$ cat src/design/fosr_defines.svh
`ifndef FOSR_DEFINES_SVH
`define FOSR_DEFINES_SVH
// apb register offsets (byte addresses)
`define FOSR_CTRL_OFF 12'h000
`define FOSR_STAT_OFF 12'h004
`define FOSR_POLL_OFF 12'h008
`define FOSR_OPSR_OFF 12'h00c
`define FOSR_ADDR_OFF 12'h010
// ctrl fields
`define FOSR_CTRL_GO 0
`define FOSR_CTRL_AUTO 1
// stat fields
`define FOSR_ST_BUSY 0
`define FOSR_ST_DONE 1
`define FOSR_ST_TMO 2
`define FOSR_ST_PROT 3
`define FOSR_ST_ABORT 4
`define FOSR_ST_ESUSP 5
`define FOSR_ST_RB 6
// polled data bit positions
`define FOSR_DP_BIT 7
`define FOSR_T1_BIT 6
`define FOSR_TO_BIT 5
`define FOSR_ET_BIT 3
`define FOSR_T2_BIT 2
`define FOSR_BA_BIT 1
// status register fields (bits 0 and 6 masked)
`define FOSR_SR_READY 7
`define FOSR_SR_ERASE 5
`define FOSR_SR_PROG 4
`define FOSR_SR_ABORT 3
`define FOSR_SR_PROT 1
`define FOSR_SR_MASK 8'hbe
// flash command codes and unlock addresses
`define FOSR_CMD_RESET 16'h00f0
`define FOSR_CMD_SRRD 16'h0070
`define FOSR_CMD_SRCLR 16'h0071
`define FOSR_CMD_UNL1 16'h00aa
`define FOSR_CMD_UNL2 16'h0055
`define FOSR_ADR_UNL1 24'h000555
`define FOSR_ADR_UNL2 24'h0002aa
// bus cycle width and post-reset busy allowance
`define FOSR_CYC_NS 100
`define FOSR_RSTBUSY_US 2
`define FOSR_CLK_NS 50
`endif

$ cat src/design/fosr_pkg.sv
package fosr_pkg;
   typedef enum logic [3:0] {
      FOSR_IDLE = 4'h0, FOSR_RD1 = 4'h1, FOSR_RD2 = 4'h3, FOSR_SRRD = 4'h2,
      FOSR_SRGET = 4'h6, FOSR_CLR = 4'h7, FOSR_WAIT = 4'h5, FOSR_DONE = 4'h4
   } fosr_state_t;
   typedef struct packed {
      logic [23:0] addr;
      logic [15:0] wdata;
      logic ce_n;
      logic oe_n;
      logic we_n;
      logic dq_oe;
   } fosr_bus_t;
endpackage : fosr_pkg

$ cat src/design/fosr_monitor.sv
`timescale 1ns/1ps
`include "fosr_defines.svh"
// How it works
// RL1: timeout flag at one means failure
// RL2: write reset, wait out 2 us busy
// RL3: abort flag needs buffer abort reset
// RL4: erasing sector: toggles, timer one, busy
// RL5: outside erasing sector toggle two steady
// RL6: erase-suspended sector: polling one, ready
// RL7: other sectors give array data, ready
// RL8: suspend-program shows inverted bit seven
// RL9: never read suspended program line
// RL10: poll at a valid address
// RL11: device returns to prior mode
// RL12: error keeps device busy until cleared
// RL13: error polling: timeout one, timer one
// RL14: error status register: bit7, erase/program
// RL15: clear error by reset or clear
// RL16: protection busy 20 to 100 us
// RL17: protection: only status read accepted
// RL18: protection end raises ready line
// RL19: protection status register bit one set
// RL20: abort toggle two only in suspended sector
// RL21: abort: bits 7,4,3 set
// RL22: abort cleared by abort reset sequence
// RL23: toggle bit one toggles while busy
// RL24: mask reserved polled and status bits (only the status register is masked, polled data is kept raw)
module fosr_monitor #(
   parameter int CYC_CLKS = (`FOSR_CYC_NS + `FOSR_CLK_NS - 1) / `FOSR_CLK_NS,
   parameter int RSTBUSY_CLKS = (`FOSR_RSTBUSY_US * 1000 + `FOSR_CLK_NS - 1) / `FOSR_CLK_NS
) (
   input wire logic clk_sys_in,
   input wire logic srst_in,
   input wire logic psel_in,
   input wire logic penable_in,
   input wire logic pwrite_in,
   input wire logic [11:0] paddr_in,
   input wire logic [31:0] pwdata_in,
   output logic [31:0] prdata_out,
   output logic pready_out,
   output logic pslverr_out,
   input wire logic [15:0] dq_in,
   input wire logic ready_busy_in,
   output fosr_pkg::fosr_bus_t flash_out
);
   import fosr_pkg::*;

   ////////////////////////////////////////////////////////////////////////
   // pin synchronisers: flash pins are not on our clock
   logic [15:0] dq_s1_r, dq_s2_r;
   logic rb_s1_r, rb_s2_r;
   always_ff @(posedge clk_sys_in) begin
      dq_s1_r <= dq_in;
      dq_s2_r <= dq_s1_r;
      rb_s1_r <= ready_busy_in;
      rb_s2_r <= rb_s1_r;
   end

   ////////////////////////////////////////////////////////////////////////
   // registers and state
   fosr_state_t state_r;
   logic [23:0] addr_r;
   logic auto_r, busy_r, done_r, tmo_r, prot_r, abort_r, esusp_r;
   logic [15:0] poll_r, first_r;
   logic [7:0] opsr_r;
   logic [7:0] cyc_r;
   logic [15:0] wait_r;
   logic [2:0] step_r;
   logic cyc_go_r, cyc_wr_r, cyc_end_r;
   logic [23:0] cyc_a_r;
   logic [15:0] cyc_d_r;

   // masked status register, reserved bits dropped
   function automatic logic [7:0] sr_mask(input logic [7:0] v);
      return v & `FOSR_SR_MASK; // RL24
   endfunction : sr_mask

   wire wr_acc = psel_in && penable_in && pwrite_in;
   wire go_w = wr_acc && paddr_in == `FOSR_CTRL_OFF && pwdata_in[`FOSR_CTRL_GO] && state_r == FOSR_IDLE;

   ////////////////////////////////////////////////////////////////////////
   // apb slave: zero wait, writes act at the access edge
   always_ff @(posedge clk_sys_in) begin
      if (srst_in) begin
         pready_out <= 1'b0;
         pslverr_out <= 1'b0;
         prdata_out <= 32'h0;
         auto_r <= 1'b0;
         addr_r <= 24'h0;
      end else begin
         pready_out <= psel_in && !penable_in;
         pslverr_out <= psel_in && !penable_in && paddr_in > `FOSR_ADDR_OFF;
         prdata_out <= 32'h0;
         if (psel_in && !penable_in && !pwrite_in) begin
            unique case (paddr_in)
               `FOSR_CTRL_OFF: prdata_out <= {30'h0, auto_r, 1'b0};
               `FOSR_STAT_OFF: prdata_out <= {25'h0, rb_s2_r, esusp_r, abort_r, prot_r, tmo_r, done_r, busy_r};
               `FOSR_POLL_OFF: prdata_out <= {16'h0, poll_r};
               `FOSR_OPSR_OFF: prdata_out <= {24'h0, opsr_r};
               `FOSR_ADDR_OFF: prdata_out <= {8'h0, addr_r};
               default: prdata_out <= 32'h0;
            endcase
         end
         if (wr_acc && paddr_in == `FOSR_CTRL_OFF) auto_r <= pwdata_in[`FOSR_CTRL_AUTO];
         if (wr_acc && paddr_in == `FOSR_ADDR_OFF) addr_r <= pwdata_in[23:0]; // RL10
      end
   end

   ////////////////////////////////////////////////////////////////////////
   // flash bus cycle engine: one async read or write, cyc_clks + 2 wide strobe
   always_ff @(posedge clk_sys_in) begin
      if (srst_in) begin
         flash_out <= '{addr: 24'h0, wdata: 16'h0, ce_n: 1'b1, oe_n: 1'b1, we_n: 1'b1, dq_oe: 1'b0};
         cyc_r <= 8'h0;
         cyc_end_r <= 1'b0;
      end else begin
         cyc_end_r <= 1'b0;
         if (cyc_go_r && cyc_r == 8'h0) begin
            flash_out <= '{addr: cyc_a_r, wdata: cyc_d_r, ce_n: 1'b0, oe_n: cyc_wr_r,
                           we_n: !cyc_wr_r, dq_oe: cyc_wr_r};
            cyc_r <= 8'(CYC_CLKS + 2); // two extra for the dq synchroniser
         end else if (cyc_r != 8'h0) begin
            cyc_r <= cyc_r - 8'h1;
            if (cyc_r == 8'h1) begin
               flash_out.ce_n <= 1'b1;
               flash_out.oe_n <= 1'b1;
               flash_out.we_n <= 1'b1;
               flash_out.dq_oe <= 1'b0;
               cyc_end_r <= 1'b1;
            end
         end
      end
   end

   ////////////////////////////////////////////////////////////////////////
   // status poll sequence: two reads, classify, read status reg, clear
   always_ff @(posedge clk_sys_in) begin
      if (srst_in) begin
         state_r <= FOSR_IDLE;
         busy_r <= 1'b0;
         done_r <= 1'b0;
         tmo_r <= 1'b0;
         prot_r <= 1'b0;
         abort_r <= 1'b0;
         esusp_r <= 1'b0;
         poll_r <= 16'h0;
         first_r <= 16'h0;
         opsr_r <= 8'h0;
         wait_r <= 16'h0;
         step_r <= 3'h0;
         cyc_go_r <= 1'b0;
         cyc_wr_r <= 1'b0;
         cyc_a_r <= 24'h0;
         cyc_d_r <= 16'h0;
      end else begin
         cyc_go_r <= 1'b0;
         unique case (state_r)
            FOSR_IDLE: if (go_w) begin
               busy_r <= 1'b1;
               done_r <= 1'b0;
               {tmo_r, prot_r, abort_r, esusp_r} <= 4'h0;
               cyc_a_r <= addr_r; // RL9 RL10
               cyc_wr_r <= 1'b0;
               cyc_go_r <= 1'b1;
               state_r <= FOSR_RD1;
            end
            FOSR_RD1: if (cyc_end_r) begin
               first_r <= dq_s2_r;
               cyc_go_r <= 1'b1;
               state_r <= FOSR_RD2;
            end
            FOSR_RD2: if (cyc_end_r) begin
               poll_r <= dq_s2_r;
               if (dq_s2_r[`FOSR_T1_BIT] == first_r[`FOSR_T1_BIT]) begin // RL23
                  // no toggle: either finished, or erase suspended (steady t1, t2 toggles)
                  esusp_r <= dq_s2_r[`FOSR_T2_BIT] != first_r[`FOSR_T2_BIT]; // RL6 RL7
                  state_r <= FOSR_DONE;
               end else if (dq_s2_r[`FOSR_TO_BIT] || dq_s2_r[`FOSR_BA_BIT] || !rb_s2_r) begin
                  // toggling: look at status register to tell error classes apart
                  tmo_r <= dq_s2_r[`FOSR_TO_BIT]; // RL1 RL13
                  // toggle two is don't-care while aborted, so it is not used to classify here
                  abort_r <= dq_s2_r[`FOSR_BA_BIT]; // RL3 RL21 RL20
                  cyc_a_r <= `FOSR_ADR_UNL1;
                  cyc_d_r <= `FOSR_CMD_SRRD; // RL17
                  cyc_wr_r <= 1'b1;
                  cyc_go_r <= 1'b1;
                  state_r <= FOSR_SRRD;
               end else begin
                  state_r <= FOSR_DONE; // RL4 RL5 RL8 still running
               end
            end
            FOSR_SRRD: if (cyc_end_r) begin
               cyc_wr_r <= 1'b0;
               cyc_go_r <= 1'b1;
               state_r <= FOSR_SRGET;
            end
            FOSR_SRGET: if (cyc_end_r) begin
               opsr_r <= sr_mask(dq_s2_r[7:0]); // RL14 RL21
               // protection: status not ready while the busy period runs
               prot_r <= !dq_s2_r[`FOSR_SR_READY] && !tmo_r && !abort_r; // RL16 RL19
               step_r <= 3'h0;
               if (auto_r && dq_s2_r[`FOSR_SR_READY] && (tmo_r || abort_r)) begin
                  state_r <= FOSR_CLR; // RL12 RL15
               end else begin
                  state_r <= FOSR_DONE; // RL18 no wait for ready to rise, done at once
               end
            end
            FOSR_CLR: if (step_r == 3'h0 || cyc_end_r) begin
               // abort needs the unlock-prefixed abort reset, timeout a plain reset
               cyc_wr_r <= 1'b1;
               cyc_go_r <= 1'b1;
               step_r <= step_r + 3'h1;
               if (abort_r && step_r == 3'h0) begin
                  cyc_a_r <= `FOSR_ADR_UNL1;
                  cyc_d_r <= `FOSR_CMD_UNL1; // RL22
               end else if (abort_r && step_r == 3'h1) begin
                  cyc_a_r <= `FOSR_ADR_UNL2;
                  cyc_d_r <= `FOSR_CMD_UNL2;
               end else if (abort_r && step_r == 3'h2) begin
                  cyc_a_r <= `FOSR_ADR_UNL1;
                  cyc_d_r <= `FOSR_CMD_RESET; // RL3
               end else if (step_r == 3'h0) begin
                  cyc_a_r <= 24'h0;
                  cyc_d_r <= `FOSR_CMD_RESET; // RL2
               end else begin
                  cyc_go_r <= 1'b0;
                  wait_r <= 16'(RSTBUSY_CLKS);
                  state_r <= FOSR_WAIT;
               end
            end
            FOSR_WAIT: begin
               // device may still show busy up to 2 us after the reset
               if (wait_r != 16'h0) wait_r <= wait_r - 16'h1; // RL2 RL11
               else state_r <= FOSR_DONE;
            end
            FOSR_DONE: begin
               busy_r <= 1'b0;
               done_r <= 1'b1;
               state_r <= FOSR_IDLE;
            end
            default: state_r <= FOSR_IDLE;
         endcase
      end
   end
endmodule : fosr_monitor

$ cat config.mk
export PLATFORM = sky130hd
export DESIGN_NAME = fosr_monitor
export DESIGN_NICKNAME = d
export VERILOG_FILES = /design/src/design/fosr_pkg.sv /design/src/design/fosr_monitor.sv
export VERILOG_INCLUDE_DIRS = /design/src /design/src/design
export SDC_FILE = /design/constraint.sdc
export NUM_CORES = 1
export LEC_CHECK = 0
export BUFFER_PORTS_ARGS = -buffer_cell sky130_fd_sc_hd__buf_2
export CAP_MARGIN = 5
export CORE_UTILIZATION = 55
export CTS_BUF_LIST = sky130_fd_sc_hd__clkbuf_2
export CTS_CLUSTER_SIZE = 24
export DETAILED_ROUTE_END_ITERATION = 6
export PLACE_DENSITY = 0.79
export SLEW_MARGIN = 20
export SYNTH_ARGS = -nofsm -noshare
export SYNTH_HDL_FRONTEND = slang
export SYNTH_SLANG_ARGS = --single-unit
$ cat constraint.sdc
create_clock -name clk_sys_in -period 3.6 [get_ports clk_sys_in]
set_input_delay 0.36 -clock clk_sys_in [delete_from_list [all_inputs] [get_ports clk_sys_in]]
set_output_delay 0.36 -clock clk_sys_in [all_outputs]
set_load 0.01 [all_outputs]
==> After elaboration in Yosys (flattened, before gate mapping) <==
Cells that the tools add are included.
{ "word_totals": {"output_inout_bits": 78, "register_bits": 246, "word_cells": 219, "inputBits": 66} }
{ "classes": {"magnitude_cmp": 1, "reduce_logical": 62, "eq_ne": 32, "bitwise_logic": 2, "mux": 85, "n_addsub": 3} }
{ "op_table": {"columns": ["cell", "n"], "rows": [
  ["$mux 16", 14],
  ["$mux 24", 9],
  ["$pmux 24 s5", 1],
  ["$pmux 24 s3", 1],
  ["$pmux 16 s2", 2],
  ["$mux 4", 14],
  ["$ne 2x2->1 const B", 15],
  ["$pmux 4 s7", 1],
  ["$mux 1", 27],
  ["$eq 12x4->1 const B", 2],
  ["$reduce_and 7->1", 3],
  ["$mux 3", 6],
  ["$logic_and 1x1->1", 17],
  ["$eq 4x3->1 const B", 4],
  ["$reduce_bool 16->1", 1],
  ["$reduce_bool 2->1", 8],
  ["$sub 16x1->16 const B", 1],
  ["$eq 12x3->1 const B", 1],
  ["$eq 12x5->1 const B", 1],
  ["$gt 12x5->1 const B", 1],
  ["$logic_not 12->1", 1],
  ["$pmux 1 s2", 6],
  ["$reduce_and 11->1", 1],
  ["$reduce_and 2->1", 5],
  ["other kinds (28)", 43]
]} }

==> Longest topological paths before layout <==
{ "depth": {"ltp_word": 7, "ltp_mapped": 9, "ltp_nobuf": 7} }

==> Least setup slack after synthesis <==
Ideal clock, no wire load.
{ "synth_timing": {"path_type": "input port to flip-flop", "startpoint": "in paddr_in[2]", "endpoint": "reg cyc_a_r[16]", "n_path_buf": 3, "slack_ps": 1144, "t_required_ps": 3483, "path_stages": 8, "arrival_ps": 2340, "setup_time_ps": 117, "cell_sequence": "buf_6 -> or4_4 -> buf_6 -> or4_4 -> o21ai_1 -> a21oi_1 -> buf_2 -> a22o_1"} }
{ "synth_between": {"elab_chain_len": 6} }
{ "synth_rtl": {"columns": ["item", "line", "source"], "rows": [
  ["from (decl)", "fosr_monitor.sv:37", "input wire logic [11:0] paddr_in,"],
  ["$logic_not 12->1", null, null],
  ["$logic_and 1x1->1 (no source line)", null, null],
  ["$logic_and 1x1->1 (2 in a row)", "fosr_monitor.sv:79", "wire go_w = wr_acc && paddr_in == `FOSR_CTRL_OFF && pwdata_in[`FOSR_CTRL_GO] && state_r == FOSR_IDLE;"],
  ["$ne 2x2->1 (no source line)", null, null],
  ["$reduce_and 7->1 (no source line)", null, null],
  ["to (signal assigned)", "fosr_monitor.sv:162", "cyc_a_r <= addr_r;"],
  ["to (signal assigned)", "fosr_monitor.sv:183", "cyc_a_r <= `FOSR_ADR_UNL1;"],
  ["to (signal assigned)", "fosr_monitor.sv:214", "cyc_a_r <= `FOSR_ADR_UNL1;"],
  ["to (decl)", "fosr_monitor.sv:70", "logic [23:0] cyc_a_r;"]
]} }
Every way passes these cells.
A chain may end at the register's enable or synchronous reset.

==> Final worst setup path <==
{ "layout_timing": {"startpoint": "reg state_r[1]", "endpoint": "reg cyc_a_r[20]"} }
{ "layout_between": {"elab_chain_len": 4, "elab_cells_between_ends": 13, "cone_classes": "8 x eq/ne; 1 x mux; 4 x reduce/logical"} }
{ "layout_rtl": {"columns": ["item", "line", "source"], "rows": [
  ["from (decl)", "fosr_monitor.sv:61", "fosr_state_t state_r;"],
  ["from (signal assigned)", "fosr_monitor.sv:139", "state_r <= FOSR_IDLE;"],
  ["from (signal assigned)", "fosr_monitor.sv:165", "state_r <= FOSR_RD1;"],
  ["from (signal assigned)", "fosr_monitor.sv:170", "state_r <= FOSR_RD2;"],
  ["parallel branches: the longest is 4 deep, another holds $reduce_and 7->1", null, null]
]} }
Parallel ways; which one is timed is not known.

==> results.md <==
* Drt pass-1 iters at 5
* Slew margin rel. at 0.2175
* Worst R2R Path Depth at 4
* Post-route setup slack at around 790 ps
* Crit-path max FO at 20
* CTS tree: done
* Global-route usage over all layers at 0.2524
* Gr busiest metal: met2
* 1st-iter DRT viols at ~590
* Final GP Congestion at 0.8920
* Filler cells at approximately 1200
* Period minus WS final at approximately 2800 ps
* First-pass GRT wire length at roughly 30000 um
* CTS Buf Count at ~50
* Netlist cell types at 70
* CTS max path bufs at 3
* Ys async rst share at 0
* Leakage at 3.841 nW
* Routed Antenna Nets at 0
* Sw frac at 0.2762
* Register bit total from synthesis at 210
* Nets at 1134
* Setup CP Type: flip-flop to flip-flop
* Number of global-route vias before repair at approximately 6300
* PwrDens at between 400 and 500 nW/um2
* Post-CTS setup buffer count at 0
* Die Footprint at 14850 um2
* Main flop type after synthesis: dfxtp_1
* DRC at 0
* Post-Synthesis Cells at a little under 900
* Syn-to-layout area delta at 18.97%
* Clock Latency Late Sink at approximately 800 ps
* Met1 global-route usage at 0.3229
* Met3 usage at 0.06086
* Synth top area share at 0.5320
* Die span in y at ~120 um
* Slew Limit Fails at 0
* Psw at ~0.0012 W
* Largest area contributor in the synthesized netlist: dfxtp_1
* Die width at approximately 120 um
* Hold Crit Class: primary input to flip-flop
* Vias per cell at 5.417
* Synth Cell Area at just under 8000 um2
* Setup-failing EPs final at 0
* Max-cap viol count at 0
* Dpl ws at between 700 and 800 ps
* R2R Path Start: state_r[1]
* Core box area at roughly 14000 um2
* Hold Violations, Final at 0
* Sink Count at 210
* Worst hold margin at 66.01 ps
* Max Freq at around 0.36 GHz
* Std cell rows at between 40 and 50
* Io pins at about 140
* Crit. End Element: flip-flop
* Drt wl/cell at around 14 um
* Core Util, Final at 0.6747
* H-tree depth at 2
* Clk root buf: clkbuf_2
* Routed WL at between 15000 and 20000 um
* Worst setup path endpoint: cyc_a_r[20]
* Max IR drop VDD at about 0.00028 V
* CP Data Required Time at between 4000 and 5000 ps
* Largest net degree at the start of global routing at 57
* RSZ-0062 raised after global routing: no
* Outcome: complete, no violations
* R2R Setup Slk at around 790 ps
* Multi-input gate area at roughly 3300 um2
* Post-Layout Cell Count at 1282
* Part of the power in the clock network at 0.340
* R2r endpoint: cyc_a_r[20]
* Worst-path clk slew at roughly 100 ps
* DR vias at between 6000 and 7000
* Startpoint types: flip-flop
* Leading cell types in the layout, fill and taps excluded: dfxtp_1, nand2_1, buf_2, a21oi_1, clkbuf_2
* Number of synthesized flops with an enable pin at 0
* Gr ovfl total at 0
* Setup TNS at 0 ps
* Internal power at roughly 0.0031 W
* GRT met2 Usage at 0.4001
* Initial Utilization at 0.5671
* HPWL after DPL at about 12000 um
* Area contributors post-synth: dfxtp_1, nand2_1, a21oi_1
* Buffers on Ports at about 120
* Sequential area share after synthesis at 0.5320
* Clock Skews at between 40 and 50 ps
* Crit path launch: state_r[1]
* Slew @ Worst Pin at ~1200 ps
* Critical path data arrival time at roughly 3500 ps
* Synth warn at 0
* Register share of total power at 0.573
* Part of the cycle the worst path needs at 0.7795
* Inst Count DP at roughly 1100
* Share of layout cells above drive strength 1 at 0.2051
* Commonest non-fill, non-tap cell in the layout: dfxtp_1
* Register Area at between 4000 and 5000 um2
* Syn_area_per_cell at 8.899 um2
* Initial antenna violation count at 1
* Combinational share of power at 0.087
[worst max-delay path, cell delays in order, from the launching register on]
cell and delay [ps]:
dfxtp_1 730, o311ai_0 420, or2_2 410, a21oi_1 900, a22o_1 280
[kinds of logic after synthesis]
| group | after synthesis | share of synthesized area |
|---|---|---|
| fa+ha+maj | 8 | 0.01267 |
| simple gates | 342 | 0.2009 |
| buf+inv | 86 | 0.05351 |
| other cells | 1 | 0.0004745 |
| mux | 14 | 0.01837 |
| flops | 210 | 0.5320 |
| xor+xnor | 8 | 0.008867 |
| compound gates | 219 | 0.1732 |
[area by class of cell]
| type | count | area share |
|---|---|---|
| diodes | 5 | 0.001331 |
| clock buffers | 72 | 0.03833 |
| clock inverters | 18 | 0.007852 |
| inverters | 14 | 0.005590 |
| multi-input cells | 607 | 0.3547 |
| flip-flops and latches | 210 | 0.4472 |
| well taps | 180 | 0.02396 |
| repair buffers | 176 | 0.1211 |
[sequential cells by signal, summed over array words and instances, names as in the netlist, 16 cells and up]
| signal | cells |
|---|---|
| wait_r | 16 |
| cyc_a_r | 24 |
| dq_s2_r | 16 |
| prdata_out | 24 |
| flash_out | 33 |
| addr_r | 24 |
| dq_s1_r | 16 |
| poll_r | 16 |
[power by group through the flow]
stage	combinational (W)	clock, W	sequential, W
2_1_floorplan	0.000270	0	0.00246
3_3_place_gp	0.000318	0	0.00249
3_5_place_dp	0.000323	0	0.00249
4_1_cts	0.000363	0.00148	0.00244
5_1_grt	0.000409	0.00162	0.00245
6_report	0.000369	0.00145	0.00244
[worst min-delay path by stage]
stage,startpoint,endpoint,slack (ps),depth (start not counted)
final,paddr_in[1],pslverr_out,70,4
after global routing,paddr_in[0],pslverr_out,40,4
after CTS,srst_in,flash_out[39],7,2
after detailed placement,dq_s1_r[7],dq_s2_r[7],310,0
after global placement,dq_s1_r[3],dq_s2_r[3],310,0
after floorplan,dq_s1_r[0],dq_s2_r[0],310,0
[per-stage QoR]
step / cell area (um2) / power [W]
after floorplan: 7959 / 0.002731
after global placement: 8504 / 0.002806
after detailed placement: 8504 / 0.002812
after CTS: 9379 / 0.004285
after global routing: 9402 / 0.004478
final: 9402 / 0.004254
[metal layers]
layer  up-vias  share of wire
met5         -              0
met4         0          0.028
met3        51          0.072
met2       266           0.46
met1      3192           0.44
li1       3436              -
[timing repair]
action	in CTS	in global routing
resized for setup	0	0
setup endpoints to repair	0	0
hold buffers	44	1
endpoints found under the hold margin	44	1
[synth_stat cells (all sizes together), types with 5 or more instances]
library cell  instances
buf                  30
xnor2                 5
a211oi                7
nand3                15
or4                   5
nand2b                5
and3                 11
o32a                  6
and2                  7
dfxtp               210
or3                  13
o211ai                7
a22oi                11
nor2b                 5
nor2                 52
a2bb2oi               8
mux2i                10
o21ai                27
nand2               183
clkbuf               42
or2                   5
ha                    8
nor3                 11
a21oi               112
inv                  13
nor4                 11
a22o                 13
No activity file was read; power rests on OpenSTA's default activity.
